<file path="src/hw/timer_channel_defs.vh">
// Register offsets, field positions and reset values of the timer channel block.
`ifndef TIMER_CHANNEL_DEFS_VH
`define TIMER_CHANNEL_DEFS_VH
`define CH_STRIDE 12'h040
`define CH_COUNT 3
`define OFF_CHANNEL_COMMAND 12'h000
`define OFF_CHANNEL_COMPARE_B 12'h018
`define OFF_CHANNEL_MODE 12'h004
`define OFF_CHANNEL_COUNTER 12'h010
`define OFF_CHANNEL_STATUS 12'h020
`define OFF_WRITE_PROTECT 12'h0E4
`define BIT_CLOCK_ON_CMD 0
`define BIT_CLOCK_OFF_CMD 1
`define BIT_SOFT_TRIGGER_CMD 2
`define BIT_MODE_WAVE 15
`define BIT_MODE_CAPTURE_EN 16
`define BIT_WRITE_PROTECT_ON 0
`define BIT_STATUS_CLOCK_ON 16
`define RST_COMPARE_B 32'h00000000
`define RST_MODE 32'h00000000
`endif

</file>
<file path="src/hw/timer_channel_slice.v">
// One timer channel: counter, clock gate and the compare B register.
`timescale 1ns/100ps
`include "timer_channel_defs.vh"
module timer_channel_slice #(
  parameter CNT_W = 16
) (
  // Clock and reset.
  input wire pclk,
  input wire presetn,
  // Command and register write strobes, with the write data, from the bus.
  input wire cmd_wr,
  input wire [2:0] cmd_bits,
  input wire mode_wr,
  input wire [31:0] wdata,
  input wire rb_wr,
  // Capture event input.
  input wire capture_evt,
  // State seen by the bus.
  output reg [31:0] mode_q,
  output reg [31:0] rb_q,
  output reg [CNT_W-1:0] count_q,
  output reg clk_on_q
);
  wire wave = mode_q[`BIT_MODE_WAVE];
  wire trig = cmd_wr & cmd_bits[`BIT_SOFT_TRIGGER_CMD];
  wire off = cmd_wr & cmd_bits[`BIT_CLOCK_OFF_CMD];
  wire on = cmd_wr & cmd_bits[`BIT_CLOCK_ON_CMD];

  // Clock gate; disable beats enable and trigger, either of which restarts the clock.
  always @(posedge pclk or negedge presetn) begin
    if (!presetn) begin
      clk_on_q <= 1'b0;
    end else if (off) begin
      clk_on_q <= 1'b0;
    end else if (on | trig) begin
      clk_on_q <= 1'b1;
    end
  end

  // Counter; the trigger clears it to zero.
  always @(posedge pclk or negedge presetn) begin
    if (!presetn) begin
      count_q <= {CNT_W{1'b0}};
    end else if (trig) begin
      count_q <= {CNT_W{1'b0}};
    end else if (clk_on_q) begin
      count_q <= count_q + {{(CNT_W-1){1'b0}}, 1'b1};
    end
  end

  // Mode register.
  always @(posedge pclk or negedge presetn) begin
    if (!presetn) begin
      mode_q <= `RST_MODE;
    end else if (mode_wr) begin
      mode_q <= wdata;
    end
  end

  // Compare B: capture load in capture mode, software write only in wave mode.
  always @(posedge pclk or negedge presetn) begin
    if (!presetn) begin
      rb_q <= `RST_COMPARE_B;
    end else if (!wave && capture_evt && mode_q[`BIT_MODE_CAPTURE_EN]) begin
      rb_q <= {{(32-CNT_W){1'b0}}, count_q};
    end else if (wave && rb_wr) begin
      rb_q <= {{(32-CNT_W){1'b0}}, wdata[CNT_W-1:0]};
    end
  end
endmodule

</file>
<file path="src/hw/timer_channel_top.v">
// APB register front end of the three-channel timer, command and compare B logic.
//
// Operation
// - Soft trigger write clears counter and starts its clock unless clock-off written same access.
// - Clock-off command stops counter clock; writing zero does nothing.
// - Clock-on enables only if clock-off not written same access.
// - Three channel sets decoded at base plus index times 0x40.
// - Compare B read-only in capture mode, writable in wave mode.
// - Compare B writes ignored while write protection is on.
// - Compare B reads current value at once; resets to zero.
// - Sixteen-bit channels keep only bits 15 to 0.
`timescale 1ns/100ps
`include "timer_channel_defs.vh"
module timer_channel_top #(
  parameter CNT_W = 16
) (
  // Clock and reset.
  input wire pclk,
  input wire presetn,
  // APB slave.
  input wire psel,
  input wire penable,
  input wire pwrite,
  input wire [11:0] paddr,
  input wire [31:0] pwdata,
  output reg [31:0] prdata,
  output reg pready,
  output reg pslverr,
  // Capture events, one per channel.
  input wire [2:0] capture_evt,
  // Channel clock state.
  output reg [2:0] clock_running
);
  // Page zero of the address space holds one 0x40 window per channel:
  //   0x00 command, write-only: bit 0 clock on, bit 1 clock off, bit 2 trigger.
  //   0x04 mode: bit 15 wave, bit 16 capture enable.
  //   0x10 counter, read-only, low CNT_W bits.
  //   0x18 compare B, low CNT_W bits, written only in wave mode.
  //   0x20 status: bit 16 clock on.
  // The write protection register sits at 0xE4, inside the unused fourth window.
  // Every other address outside the three channel windows answers with pslverr and has no effect.
  // Unused offsets inside a channel window read as zero without an error,
  // which keeps the decode to a page test and an index test.

  // Bus phases. Setup is psel without penable; the access phase follows it.
  wire setup = psel & ~penable;
  wire access = psel & penable;
  wire wr_take;

  // Request as captured in the setup phase.
  reg [11:0] addr_q;
  reg wr_q;

  // Write protection mode register; only its enable bit is stored.
  reg [31:0] wp_q;

  // Next values of the registered bus answer.
  reg pready_d;
  reg pslverr_d;
  reg [31:0] prdata_d;

  // State handed up by the channel slices. Arrays of three words keep the
  // read mux and the generate loop indexed the same way.
  wire [2:0] chan_run;
  wire [31:0] mode_w [0:2];
  wire [31:0] rb_w [0:2];
  wire [CNT_W-1:0] cnt_w [0:2];

  // Live decode of the address, used while setup builds the answer.
  wire [1:0] ch_idx;
  wire [5:0] reg_off;
  wire page_zero;
  wire ch_ok;
  wire wp_hit;
  wire mapped;

  // Latched decode, used at the edge where a write lands.
  wire [1:0] wr_idx;
  wire [5:0] wr_off;
  wire wr_page_zero;
  wire wr_page;
  wire wr_wp_hit;
  wire wp_on;
  wire off_cmd;
  wire off_mode;
  wire off_rb;
  reg [2:0] wr_chan;

  // Words of the addressed channel, gathered for the read mux.
  reg [31:0] sel_mode;
  reg [31:0] sel_rb;
  reg [CNT_W-1:0] sel_cnt;
  reg sel_run;
  reg [31:0] chan_word;

  // Live decode. Index three of page zero is not a channel; it holds only the
  // write protection register, and everything else there is refused.
  assign ch_idx = paddr[7:6];
  assign reg_off = paddr[5:0];
  assign page_zero = (paddr[11:8] == 4'h0);
  assign ch_ok = page_zero && (ch_idx != 2'h3);
  assign wp_hit = (paddr == `OFF_WRITE_PROTECT);
  assign mapped = ch_ok | wp_hit;

  // Latched decode. Strobes come from the setup copy of the address, so the
  // path from the address pins to the channel flops is one cycle long.
  assign wr_idx = addr_q[7:6];
  assign wr_off = addr_q[5:0];
  assign wr_page_zero = (addr_q[11:8] == 4'h0);
  assign wr_page = wr_take && wr_page_zero;
  assign wr_wp_hit = (addr_q == `OFF_WRITE_PROTECT);
  assign wp_on = wp_q[`BIT_WRITE_PROTECT_ON];

  // Offset match at the write edge, shared by all three slices.
  assign off_cmd = ({6'h00, wr_off} == `OFF_CHANNEL_COMMAND);
  assign off_mode = ({6'h00, wr_off} == `OFF_CHANNEL_MODE);
  assign off_rb = ({6'h00, wr_off} == `OFF_CHANNEL_COMPARE_B);

  // A write lands once, at the edge where the access phase meets our ready pulse.
  assign wr_take = access & pready & wr_q;

  // One-hot channel select for writes; index three selects no channel.
  always @* begin
    wr_chan = 3'h0;
    case (wr_idx)
      2'h0: begin
        wr_chan = 3'h1;
      end
      2'h1: begin
        wr_chan = 3'h2;
      end
      2'h2: begin
        wr_chan = 3'h4;
      end
      default: begin
        wr_chan = 3'h0;
      end
    endcase
  end

  // Channel select for reads. A plain case keeps the out-of-range index away
  // from the arrays, so it can never read an unknown word.
  always @* begin
    sel_mode = 32'h00000000;
    sel_rb = 32'h00000000;
    sel_cnt = {CNT_W{1'b0}};
    sel_run = 1'b0;
    case (ch_idx)
      2'h0: begin
        sel_mode = mode_w[0];
        sel_rb = rb_w[0];
        sel_cnt = cnt_w[0];
        sel_run = chan_run[0];
      end
      2'h1: begin
        sel_mode = mode_w[1];
        sel_rb = rb_w[1];
        sel_cnt = cnt_w[1];
        sel_run = chan_run[1];
      end
      2'h2: begin
        sel_mode = mode_w[2];
        sel_rb = rb_w[2];
        sel_cnt = cnt_w[2];
        sel_run = chan_run[2];
      end
      default: begin
        sel_mode = 32'h00000000;
        sel_rb = 32'h00000000;
        sel_cnt = {CNT_W{1'b0}};
        sel_run = 1'b0;
      end
    endcase
  end

  // Word of the addressed channel register. The command register stores nothing,
  // so its reads and those of unused offsets give zero.
  always @* begin
    chan_word = 32'h00000000;
    case ({6'h00, reg_off})
      `OFF_CHANNEL_COMMAND: begin
        chan_word = 32'h00000000;
      end
      `OFF_CHANNEL_MODE: begin
        chan_word = sel_mode;
      end
      `OFF_CHANNEL_COUNTER: begin
        chan_word = {{(32-CNT_W){1'b0}}, sel_cnt};
      end
      `OFF_CHANNEL_COMPARE_B: begin
        chan_word = sel_rb;
      end
      `OFF_CHANNEL_STATUS: begin
        chan_word = 32'h00000000;
        chan_word[`BIT_STATUS_CLOCK_ON] = sel_run;
      end
      default: begin
        chan_word = 32'h00000000;
      end
    endcase
  end

  // Answer for the access phase, built from the request seen in setup. Building
  // it a cycle early lets every bus output leave a flop, at the cost of one
  // fixed wait-free access cycle that no master can shorten.
  always @* begin
    pready_d = setup;
    pslverr_d = 1'b0;
    prdata_d = 32'h00000000;
    if (setup) begin
      pslverr_d = ~mapped;
      if (!pwrite && wp_hit) begin
        prdata_d = wp_q;
      end else if (!pwrite && ch_ok) begin
        prdata_d = chan_word;
      end
    end
  end

  // Registered answer; ready pulses for the single access cycle after setup,
  // and error and read data stand beside it for that cycle only.
  always @(posedge pclk or negedge presetn) begin
    if (!presetn) begin
      pready <= 1'b0;
      pslverr <= 1'b0;
      prdata <= 32'h00000000;
    end else begin
      pready <= pready_d;
      pslverr <= pslverr_d;
      prdata <= prdata_d;
    end
  end

  // Address and direction latched in setup. The master holds them through
  // the access phase, so the copy only serves to shorten the strobe paths.
  always @(posedge pclk or negedge presetn) begin
    if (!presetn) begin
      addr_q <= 12'h000;
      wr_q <= 1'b0;
    end else if (setup) begin
      addr_q <= paddr;
      wr_q <= pwrite;
    end
  end

  // Write protection mode register. It is never protected itself, or software
  // could lock the channel registers for good. Only bit 0 is kept; the other
  // bits read as zero.
  always @(posedge pclk or negedge presetn) begin
    if (!presetn) begin
      wp_q <= 32'h00000000;
    end else if (wr_take && wr_wp_hit) begin
      wp_q <= {31'h00000000, pwdata[`BIT_WRITE_PROTECT_ON]};
    end
  end

  // Clock state mirrored onto the pins; it trails the channel flop by one
  // cycle, the price of driving every output from a flop.
  always @(posedge pclk or negedge presetn) begin
    if (!presetn) begin
      clock_running <= 3'h0;
    end else begin
      clock_running <= chan_run;
    end
  end

  // Per-channel slices. Each sees the same data word and only its own strobes.
  // Protection gates mode writes as well as compare B, so a locked channel
  // cannot be moved into wave mode and then written.
  genvar g;
  generate
    for (g = 0; g < `CH_COUNT; g = g + 1) begin : ch
      // Write strobes of this channel, at the single write edge of a transfer.
      wire sel = wr_page && wr_chan[g];
      wire cmd_hit = sel && off_cmd;
      wire mode_hit = sel && off_mode && !wp_on;
      wire rb_hit = sel && off_rb && !wp_on;
      timer_channel_slice #(
        .CNT_W(CNT_W)
      ) timer_channel_slice_i (
        // Clock and reset.
        .pclk(pclk),
        .presetn(presetn),
        // Strobes and data of the write.
        .cmd_wr(cmd_hit),
        .cmd_bits(pwdata[2:0]),
        .mode_wr(mode_hit),
        .wdata(pwdata),
        .rb_wr(rb_hit),
        // Capture event of this channel.
        .capture_evt(capture_evt[g]),
        // State returned to the bus side.
        .mode_q(mode_w[g]),
        .rb_q(rb_w[g]),
        .count_q(cnt_w[g]),
        .clk_on_q(chan_run[g])
      );
    end
  endgenerate
endmodule

</file>
<file path="config.mk">
export PLATFORM = sky130hd
export DESIGN_NAME = timer_channel_top
export DESIGN_NICKNAME = d
export VERILOG_FILES = /design/src/hw/timer_channel_slice.v /design/src/hw/timer_channel_top.v
export VERILOG_INCLUDE_DIRS = /design/src /design/src/hw
export SDC_FILE = /design/constraint.sdc
export NUM_CORES = 1
export LEC_CHECK = 0
export ABC_AREA = 0
export BUFFER_PORTS_ARGS = -buffer_cell sky130_fd_sc_hd__buf_2
export CAP_MARGIN = 20
export CORE_ASPECT_RATIO = 0.8
export CORE_MARGIN = 8
export CORE_UTILIZATION = 29
export DETAILED_ROUTE_END_ITERATION = 8
export PLACE_DENSITY = 0.44
export SYNTH_ARGS = -nofsm -noshare
export SYNTH_HDL_FRONTEND = slang
export SYNTH_SLANG_ARGS = --single-unit
</file>
<file path="constraint.sdc">
create_clock -name pclk -period 5 [get_ports pclk]
set_clock_uncertainty 0.15 [all_clocks]
set_input_delay 0.25 -clock pclk [delete_from_list [all_inputs] [get_ports pclk]]
set_output_delay 0.25 -clock pclk [all_outputs]
set_load 0.01 [all_outputs]
</file>
==> results of run 1 <==
## flip-flops by register name, indices dropped and copies added (netlist names)
register / flops
ch.timer_channel_slice_i.mode_q: 96
ch.timer_channel_slice_i.count_q: 48
ch.timer_channel_slice_i.rb_q: 48
prdata: 32
addr_q: 12
ch.timer_channel_slice_i.clk_on_q: 3
clock_running: 3
pready: 1
pslverr: 1
wp_q: 1
wr_q: 1
## final cells by class
type | count | area (um2)
clock buffers | 43 | 845.8
clock inverters | 5 | 57.56
fillers | 4042 | 25560
inverters | 4 | 15.01
multi-input cells | 801 | 5030
flip-flops and latches | 246 | 6156
well taps | 536 | 670.6
repair buffers | 145 | 1028
## repair_timing
action / 4_1_cts / 5_1_grt
endpoints found under the hold margin: 231 / 0
setup buffers: 0 / 0
hold buffers: 44 / 0
## Yosys cell counts, types with 2 or more instances
cell type and count:
mux2_2 80, ha_1 3, nor2_4 3, o21ai_0 34
nor2_2 3, or4_1 2, and3_1 5, and2_1 3
buf_4 3, buf_6 12, a31oi_1 48, xor2_1 28
buf_2 11, nor4b_1 2, nor2_1 162, mux2_1 17
a21oi_1 37, nand2_1 185, and4_1 4, a22oi_1 16
o22ai_1 16, mux2i_1 68, or3_1 3, nor3_1 5
o2bb2ai_1 2, nand3_1 16, nor3b_1 2, nand4_1 20
clkbuf_1 43, nor4_1 5, inv_1 4, xnor2_1 15
dfrtp_1 246, o22a_1 4, nand3b_1 3
## power by group
part	total [uW]	switching (uW)	internal [uW]
registers	2380	238	2140
clock network	2030	825	1200
logic	576	336	240
total	4980	1400	3590
## metal layers
metal  GRT usage  vias up
li1            -     4083
met1      0.2099     4267
met2      0.2218      183
met3     0.02460       53
met4     0.03387        2
met5           0        -
## worst paths after layout
kind	end	slack, ps	cells past startpoint
min in group asynchronous	ch[0].timer_channel_slice_i.count_q[10]$_DFFE_PN0P_	130	2
hold reg to reg	addr_q[11]$_DFFE_PN0P_	330	2
setup reg to reg	ch[2].timer_channel_slice_i.mode_q[20]$_DFFE_PN0P_	2070	5
max in group asynchronous	ch[2].timer_channel_slice_i.mode_q[29]$_DFFE_PN0P_	3370	3
hold / removal	pslverr$_DFF_PN0_	100	3
setup / recovery	ch[2].timer_channel_slice_i.mode_q[20]$_DFFE_PN0P_	2070	5
## cells by family after synthesis
logic type | count (synthesis)
mux | 165
buf+inv | 74
xor+xnor | 43
simple gates | 432
fa+ha+maj | 3
flops | 246
compound gates | 158
## placed cells by master, fill, tap and decap left out, types with 4 or more instances in the layout
cell type and count:
clkbuf_8 11, a22oi_1 16, o21ai_0 34, nand3_1 16, nand4_1 20, buf_4 11, mux2_2 80, xnor2_1 15
dfrtp_1 246, and3_1 5, nor2_1 162, and4_1 4, clkbuf_1 5, mux2i_1 68, a31oi_1 48, buf_2 86
inv_1 4, nor3_1 5, a21oi_1 37, mux2_1 17, clkbuf_16 27, nor4_1 4, nand2_1 185, dlygate4sd3_1 44
xor2_1 28, o22ai_1 16, o22a_1 4
## metrics by stage
step	cells	total power [uW]	setup slack, ps	util	instance area (um2)
2_1_floorplan	1121	2700	2730	-	11560
3_3_place_gp	1686	2964	2022	0.3155	12420
3_5_place_dp	1686	2968	1966	0.3155	12420
4_1_cts	1778	5061	1949	0.3497	13760
5_1_grt	1780	5241	1909	0.3507	13800
6_report	1780	4985	2067	0.3507	13800
## critical path, stage by stage (launching register included)
cell	delay, ps
dfrtp_1	390
or4_4	580
nor4b_4	260
nand2_2	160
nor2_4	840
mux2_2	420
==> out/results.ini, run 1 <==
[yosys]
synth_area_mm2 = 0.01156
yosys.area_share.simple = 0.1630
synth_warnings = 0
yosysUniqueCellTypes = 46
synth_nets = 1176
synthArstFlopShare = 1.000
synth_top_family_by_area = simple AND/OR/NAND/NOR gates
synth.area.top_cells = dfrtp_1, mux2_2, nand2_1
netlist.area_leader.share = 0.5326
synth_fa_ha_area_frac = 0.003247
synth_enable_flop_cells = 0
synth_top_flop_cell = dfrtp_1
synth-xor-area-share = 0.03258
synth-compound-area-share = 0.08119
synth_cells = 1121
avgSynthCellArea_um2 = 10.31
synth_top_area_cell = dfrtp_1
muxShareOfSynthArea = 0.1534
ys_seq_elements = 246
ys_seq_area_frac = 0.5326

[setup_path]
regToRegStartpoint = addr_q[9]$_DFFE_PN0P_
cp.arrival_ps = 3210
cp.required_ps = 5270
cp-start-kind = register
critical_path_class = register to register
startpoint = addr_q[9]$_DFFE_PN0P_
crit_path_end_kind = register
path_max_fanout = 32

[cts]
htree_levels = 1
cts_tree = yes
cts_root_buffer = clkbuf_16
clock_latency_ps = 550
cts_max_path_buffers = 3
clk_pin_slew_ps = 60
cts_resized = 0
clkSinkCount = 246
numCtsBuffers = 27

[sta]
fin_crit_sh = 0.5866
report.final.slew_viol_count = 0
setup_violations = 0
hold-worst-slack_ps = 95.41
fin_crit_ps = 2933
setup_tns_ps = 0
hold_viol = 0
max_freq_mhz = 341.0
grt_setup_unrepaired = no
relSlewSlack = 0.3114
worstMarginPinSlew_ps = 1031

[place]
gp_congestion = 0.7814
dp_hpwl_um = 22210
numPortBuffers = 88

[drt]
dr.pass1.iters = 5
highest_layer = met5
vias_per_cell = 4.825
ant_nets = 0
drc = 0
drtIter0Drc = 591
route.layer.met1.wl_um = 16440
vias = 8588
met3WireLength_um = 1407
wire_per_inst_um = 18.78
drt_wl_total_um = 33430
met2_length_um = 14840

[floorplan]
core_mm2 = 0.03936
start_util = 0.2936
io_pins = 89
die_h_um = 194.6
die_w_um = 239.2
rows = 65
dieArea_mm2 = 0.04654

[grt]
globalRouteTotalUtil = 0.1447
grt_pass1_vias = 8978
grt_max_degree = 119
antenna_found_initial = 1
grt-ovfl-total = 0
grt_pass1_wl_um = 53630

[cells_and_area]
syn2layout_area_growth_pct = 19.42
layout-drive-gt1-share = 0.1929
final_nets = 1280
diodes = 0

[pwr]
p_leak_uw = 0.006135
powerDensity_mw_per_mm2 = 361.1
irDropWorstVdd_mv = 0.1969

[worst_hold_path]
hold_path_class = input port to register
worstHoldStart = paddr[6]

[status]
status = completed

[run]
drv_cap = 0

Power figures use the tool's default switching activity.
==> inputs of run 2 (changes only) <==
--- a/config.mk
+++ b/config.mk
@@ -13,7 +13,7 @@
 export CORE_MARGIN = 8
 export CORE_UTILIZATION = 29
 export DETAILED_ROUTE_END_ITERATION = 8
-export PLACE_DENSITY = 0.44
+export PLACE_DENSITY = 0.46
 export SYNTH_ARGS = -nofsm -noshare
 export SYNTH_HDL_FRONTEND = slang
 export SYNTH_SLANG_ARGS = --single-unit
==> constraint.sdc (replaced) <==
create_clock -name pclk -period 2.4 [get_ports pclk]
set_clock_uncertainty 0.15 [all_clocks]
set_input_delay 0.12 -clock pclk [delete_from_list [all_inputs] [get_ports pclk]]
set_output_delay 0.12 -clock pclk [all_outputs]
set_load 0.01 [all_outputs]
==> out/results.ini, run 2 (synthesis results as in run 1) <==
[status]
status = finished with violations
violations = negative setup slack

[cells_and_area]
layout-drive-gt1-share = 0.2148  ; +0.02191
top_register = ch.timer_channel_slice_i.mode_q
layout_commonest_cell = dfrtp_1
diodes = 0  ; unchanged
fin_cells = 1830  ; +2.8%
syn2layout_area_growth_pct = 24.63
final_cell_mix = dfrtp_1, nand2_1, nor2_1
final_nets = 1331  ; +4.0%
top_regs = ch.timer_channel_slice_i.mode_q: 96 flops, ch.timer_channel_slice_i.count_q: 48 flops, ch.timer_channel_slice_i.rb_q: 48 flops
largest_reg_flops = 96  ; unchanged

[sta]
grt_setup_unrepaired = yes
report.final.slew_viol_count = 0  ; unchanged
layout_setup_ws_ps = -31.57  ; -2099 ps
setup_violations = 38  ; +38
max_freq_mhz = 411.3  ; +21%
fin_crit_sh = 1.013  ; +0.4266
relSlewSlack = 0.5160  ; +0.2047
fin_crit_ps = 2432  ; -501.4 ps
worstMarginPinSlew_ps = 726.0  ; -304.6 ps
hold_viol = 0  ; unchanged

[grt]
globalRouteTotalUtil = 0.1401  ; -0.004654
met3_usage = 0.02347  ; -0.001131
antenna_found_initial = 0  ; -1
grt_util_met2 = 0.2138  ; -0.008030
grt_pass1_vias = 8898  ; -0.89%
top_usage_layer = met2
grt_max_degree = 76  ; -36%
grt_pass1_wl_um = 52610  ; -1.9%
met1_usage = 0.2076  ; -0.002292
grt-ovfl-total = 0  ; unchanged

[floorplan]
core_mm2 = 0.03936  ; unchanged
start_util = 0.2936  ; unchanged
rows = 65  ; unchanged
die_h_um = 194.6  ; unchanged
dieArea_mm2 = 0.04654  ; unchanged
die_w_um = 239.2  ; unchanged
io_pins = 89  ; unchanged

[cts]
cts_root_buffer = clkbuf_16
clock_latency_ps = 540  ; about the same
cts_tree = yes
clk_pin_slew_ps = 60  ; about the same
cts_max_path_buffers = 3  ; unchanged
htree_levels = 1  ; unchanged
numCtsBuffers = 26  ; -3.7%
clkSinkCount = 246  ; unchanged

[drt]
drtIter0Drc = 624  ; +5.6%
wire_per_inst_um = 17.90  ; -4.7%
drt_wl_total_um = 32760  ; -2.0%
dr.pass1.iters = 6  ; +1
vias = 8742  ; +1.8%
vias_per_cell = 4.777  ; -0.99%
drc = 0  ; unchanged
ant_nets = 0  ; unchanged

[pwr]
irDropWorstVdd_mv = 0.4195  ; +110%
powerDensity_mw_per_mm2 = 708.4  ; +96%
p_leak_uw = 0.006424  ; +4.7%
power.total_uw = 10210  ; +100%

[setup_path]
crit_path_top_delay_cell = or4_4
regToRegSetupSlack_ps = -30  ; -2100 ps
path_max_fanout = 19  ; -41%
cp.arrival_ps = 2700  ; -510 ps
slowest_delay_ps = 570  ; -270 ps
cp.depth = 6  ; +1
cp.required_ps = 2660  ; -2610 ps
critPathBufInv = 1  ; +1
r2r-end = ch[2].timer_channel_slice_i.mode_q[10]$_DFFE_PN0P_
endpoint = ch[2].timer_channel_slice_i.mode_q[10]$_DFFE_PN0P_
crit_path_end_kind = register
startpoint = addr_q[9]$_DFFE_PN0P_
cp-start-kind = register
regToRegStartpoint = addr_q[9]$_DFFE_PN0P_
r2r_cells = 6  ; +1
critPathTopFamily = simple AND/OR/NAND/NOR gates
critical_path_class = register to register
path_cells = or4_4, nor4b_4, nand2_2, nor2_4, buf_12, mux2_1

[run]
drv_cap = 0  ; unchanged

[place]
gp_congestion = 0.7491  ; -4.1%
place_inst = 1723  ; +2.2%
numPortBuffers = 88  ; unchanged
dp_hpwl_um = 22350  ; +0.63%

[worst_hold_path]
hold_path_class = input port to async pin

## run 2: cell count changes in the layout (fill, tap and decap cells not counted)
cell and delta:
mux2_4 +16, clkbuf_8 -4, bufinv_16 -1, inv_6 -2, buf_6 +3, mux2_1 -1, clkinv_2 +6, clkbuf_1 -1
inv_1 -1, buf_12 +14, dlygate4sd3_1 +15, buf_4 +20, mux2_2 -15, clkinvlp_4 +1
## run 2: stage by stage
stage	setup WS, ps	hold WS [ps]	TNS (ps)	area, um2	utilization
final	-31.57	7.555	-548.7	14410	0.3660
after global placement	-4.942	6.296	-23.36	12880	0.3273
after detailed placement	-42.14	-18.41	-1344	12880	0.3273
after floorplan	130.2	-325.6	0	11560	-
after CTS	-39.75	-309.3	-1756	14320	0.3637
after global routing	-129.5	56.42	-9742	14410	0.3660
## run 2: final cells by class
class,count,area [um2]
Inverter,4,18.77
Clock buffer,38,787.0
Multi-Input combinational cell,801,5090
Fill cell,3996,24960
Tap cell,536,670.6
Clock inverter,8,40.04
Sequential cell,246,6156
Timing Repair Buffer,197,1643
## run 2: how the worst min path moves through the flow
stage	slack (ps)	cells past startpoint	startpoint	to
3_5_place_dp	-20	1	presetn	ch[0].timer_channel_slice_i.count_q[8]$_DFFE_PN0P_
6_report	8	2	presetn	ch[0].timer_channel_slice_i.count_q[8]$_DFFE_PN0P_
5_1_grt	60	2	presetn	ch[2].timer_channel_slice_i.count_q[6]$_DFFE_PN0P_
3_3_place_gp	6	1	presetn	ch[0].timer_channel_slice_i.count_q[8]$_DFFE_PN0P_
4_1_cts	-310	2	pwdata[19]	ch[0].timer_channel_slice_i.mode_q[19]$_DFFE_PN0P_
2_1_floorplan	-330	0	presetn	addr_q[0]$_DFFE_PN0P_
## run 2: report_power, final
group	total (uW)	switching [uW]	internal, uW
clock network	3940	1680	2260
logic	1350	756	591
registers	4920	457	4460
total	10200	2900	7310
## run 2: routing by layer
metal | vias up | share of wire | wire length, um
met5 | - | 0 | 0
met3 | 36 | 0.036 | 1175
met1 | 4329 | 0.50 | 16420
met4 | 0 | 0.016 | 525
li1 | 4206 | - | -
met2 | 171 | 0.45 | 14640
## run 2: worst register-to-register path, delay by kind of cell, from the launching register on
kind	cells	cell delay, ps
buffers and inverters	1	200
DFF	1	380
muxes	1	360
and+or+nand+nor	4	1220
## run 2: repair_timing
| action | in CTS | in global routing |
|---|---|---|
| gates resized for setup | 6 | 14 |
| hold buffers | 58 | 1 |
| gates cloned | 0 | 0 |
| hold endpoints to repair | 405 | 3 |
| setup buffers | 0 | 2 |
| pin swaps | 1 | 0 |
| setup endpoints to repair | 84 | 153 |
==> inputs of run 3 (changes only) <==
--- a/config.mk
+++ b/config.mk
@@ -11,9 +11,9 @@
 export CAP_MARGIN = 20
 export CORE_ASPECT_RATIO = 0.8
 export CORE_MARGIN = 8
-export CORE_UTILIZATION = 29
+export CORE_UTILIZATION = 40
 export DETAILED_ROUTE_END_ITERATION = 8
-export PLACE_DENSITY = 0.46
+export PLACE_DENSITY = 0.59
 export SYNTH_ARGS = -nofsm -noshare
 export SYNTH_HDL_FRONTEND = slang
 export SYNTH_SLANG_ARGS = --single-unit
==> out/results.ini, run 3 (synthesis results as in run 1) <==
[grt]
globalRouteTotalUtil = 0.1739  ; +0.03381
antenna_found_initial = 0  ; unchanged
grt_pass1_wl_um = 48770  ; -7.3%
grt_max_degree = 69  ; -9.2%
grt_pass1_vias = 8620  ; -3.1%
grt-ovfl-total = 0  ; unchanged

[pwr]
powerDensity_mw_per_mm2 = 707.8  ; about the same
irDropWorstVdd_mv = 0.5519  ; +32%
power.total_uw = 9956  ; -2.4%
p_leak_uw = 0.006339  ; -1.3%

[sta]
hold-worst-slack_ps = -12.67  ; -20.22 ps
worstMarginPinSlew_ps = 706.5  ; -19.50 ps
fin_crit_sh = 0.9918  ; -0.02134
relSlewSlack = 0.5290  ; +0.01300
setup_violations = 0  ; -100%
hold_viol = 4  ; +4
fin_crit_ps = 2380  ; -51.21 ps
report.final.slew_viol_count = 0  ; unchanged
max_freq_mhz = 420.1  ; +2.2%
grt_setup_unrepaired = yes

[cells_and_area]
final_cell_mix = dfrtp_1, nand2_1, nor2_1
fill_cells = 2630  ; -34%
syn2layout_area_growth_pct = 21.69
layout-drive-gt1-share = 0.2038  ; -0.01108
largest_reg_flops = 96  ; unchanged
seqCellArea_mm2 = 0.006156  ; unchanged
diodes = 0  ; unchanged
final_nets = 1319  ; -0.90%
fin_cells = 1646  ; -10%
top_regs = ch.timer_channel_slice_i.mode_q: 96 flops, ch.timer_channel_slice_i.count_q: 48 flops, ch.timer_channel_slice_i.rb_q: 48 flops
top_register = ch.timer_channel_slice_i.mode_q
multi_input_area_mm2 = 0.005124  ; +0.66%
layout_commonest_cell = dfrtp_1

[drt]
ant_nets = 0  ; unchanged
vias = 8778  ; +0.41%
dr.pass1.iters = 6  ; unchanged
wire_per_inst_um = 18.42  ; +2.9%
vias_per_cell = 5.333  ; +12%
drtIter0Drc = 576  ; -7.7%
drc = 0  ; unchanged
drt_wl_total_um = 30330  ; -7.4%

[cts]
cts_max_path_buffers = 3  ; unchanged
numCtsBuffers = 26  ; unchanged
htree_levels = 1  ; unchanged
cts_tree = yes
clock_latency_ps = 530  ; about the same
clk_pin_slew_ps = 60  ; about the same
clkSinkCount = 246  ; unchanged
cts_root_buffer = clkbuf_16

[run]
drv_cap = 0  ; unchanged

[floorplan]
dieArea_mm2 = 0.03463  ; -26%
rows = 55  ; -15%
start_util = 0.4077  ; +0.1140
die_h_um = 168.0  ; -14%
die_w_um = 206.1  ; -14%
core_mm2 = 0.02835  ; -28%
io_pins = 89  ; unchanged

[place]
gp_congestion = 0.8362  ; +12%
place_inst = 1547  ; -10%
dp_hpwl_um = 20350  ; -9.0%
numPortBuffers = 88  ; unchanged

[setup_path]
cp-start-kind = register
crit_path_end_kind = register
path_max_fanout = 24  ; +5
slowest_delay_ps = 570  ; about the same
cp.arrival_ps = 2650  ; -50 ps
critical_path_class = register to register
path_cells = or4_4, nor4b_4, nand2_2, nor2_4, buf_12, mux2_2
crit_path_top_delay_cell = or4_4
cp.required_ps = 2670  ; about the same

[worst_hold_path]
hold_path_class = input port to async pin

[status]
status = finished with violations
violations = negative hold slack

## run 3: cell types whose count changed in the layout (fill, tap and decap cells not counted), moves of 2 or more
cell,delta
dlygate4sd3_1,-2
clkbuf_8,-4
clkinv_2,-4
buf_4,-9
mux2_4,+9
mux2_2,-9
## run 3: worst max-delay path, delay by kind of cell (launching register included)
kind | cells | cell delay, ps
buf+inv | 1 | 200
flops | 1 | 370
simple gates | 4 | 1190
mux | 1 | 360
## run 3: power breakdown
part           switching (uW)  total (uW)  leakage (uW)  internal (uW)
logic                     733        1320       0.00277            585
registers                 453        4920       0.00318           4460
clock network            1600        3720      0.000380           2120
total                    2790        9960       0.00634           7170
## run 3: layer usage
layer,vias to the layer above,part of all wire,global-route usage
met5,-,0,0
met4,0,0.018,0.03821
met3,42,0.052,0.02839
met2,230,0.46,0.2728
met1,4363,0.47,0.2495
li1,4143,-,-
## run 3: cell type report
| cell class | instances | share of cell area |
|---|---|---|
| tap | 370 | 0.03291 |
| sequential | 246 | 0.4376 |
| clock buffer | 35 | 0.05230 |
| timing repair buffer | 185 | 0.1098 |
| inverter | 4 | 0.001067 |
| multi-input combinational | 801 | 0.3643 |
| clock inverter | 5 | 0.002046 |
## run 3: path summary, 6_finish.rpt
check                                                                         from                                            endpoint  slack, ps  cells after the start
worst max-delay path                                         addr_q[9]$_DFFE_PN0P_   ch[2].timer_channel_slice_i.mode_q[8]$_DFFE_PN0P_         20                      6
worst min-delay path                                                       presetn     ch[2].timer_channel_slice_i.rb_q[7]$_DFFE_PN0P_        -10                      2
worst max register to register                               addr_q[9]$_DFFE_PN0P_   ch[2].timer_channel_slice_i.mode_q[8]$_DFFE_PN0P_         20                      6
worst min register to register  ch[0].timer_channel_slice_i.mode_q[20]$_DFFE_PN0P_  ch[0].timer_channel_slice_i.mode_q[20]$_DFFE_PN0P_        330                      1
max in group asynchronous                                                  presetn  ch[1].timer_channel_slice_i.mode_q[21]$_DFFE_PN0P_       1310                      3
min in group pclk                                                         paddr[7]                                prdata[16]$_DFF_PN0_         10                      5
## run 3: timing repair
item                                    CTS  global route
endpoints found under the setup margin    0            94
setup buffers                             0             2
resized for setup                         0            27
endpoints found under the hold margin   410             0
hold buffers                             57             0
## run 3: stage by stage
step           setup TNS, ps  utilization  area (um2)  setup slack [ps]
4_1_cts                    0       0.4920       13950             4.122
2_1_floorplan              0            -       11560             130.2
3_3_place_gp               0       0.4449       12610             46.39
6_report                   0       0.4961       14070             19.64
3_5_place_dp               0       0.4449       12610             5.649
5_1_grt                -3589       0.4961       14070            -70.26
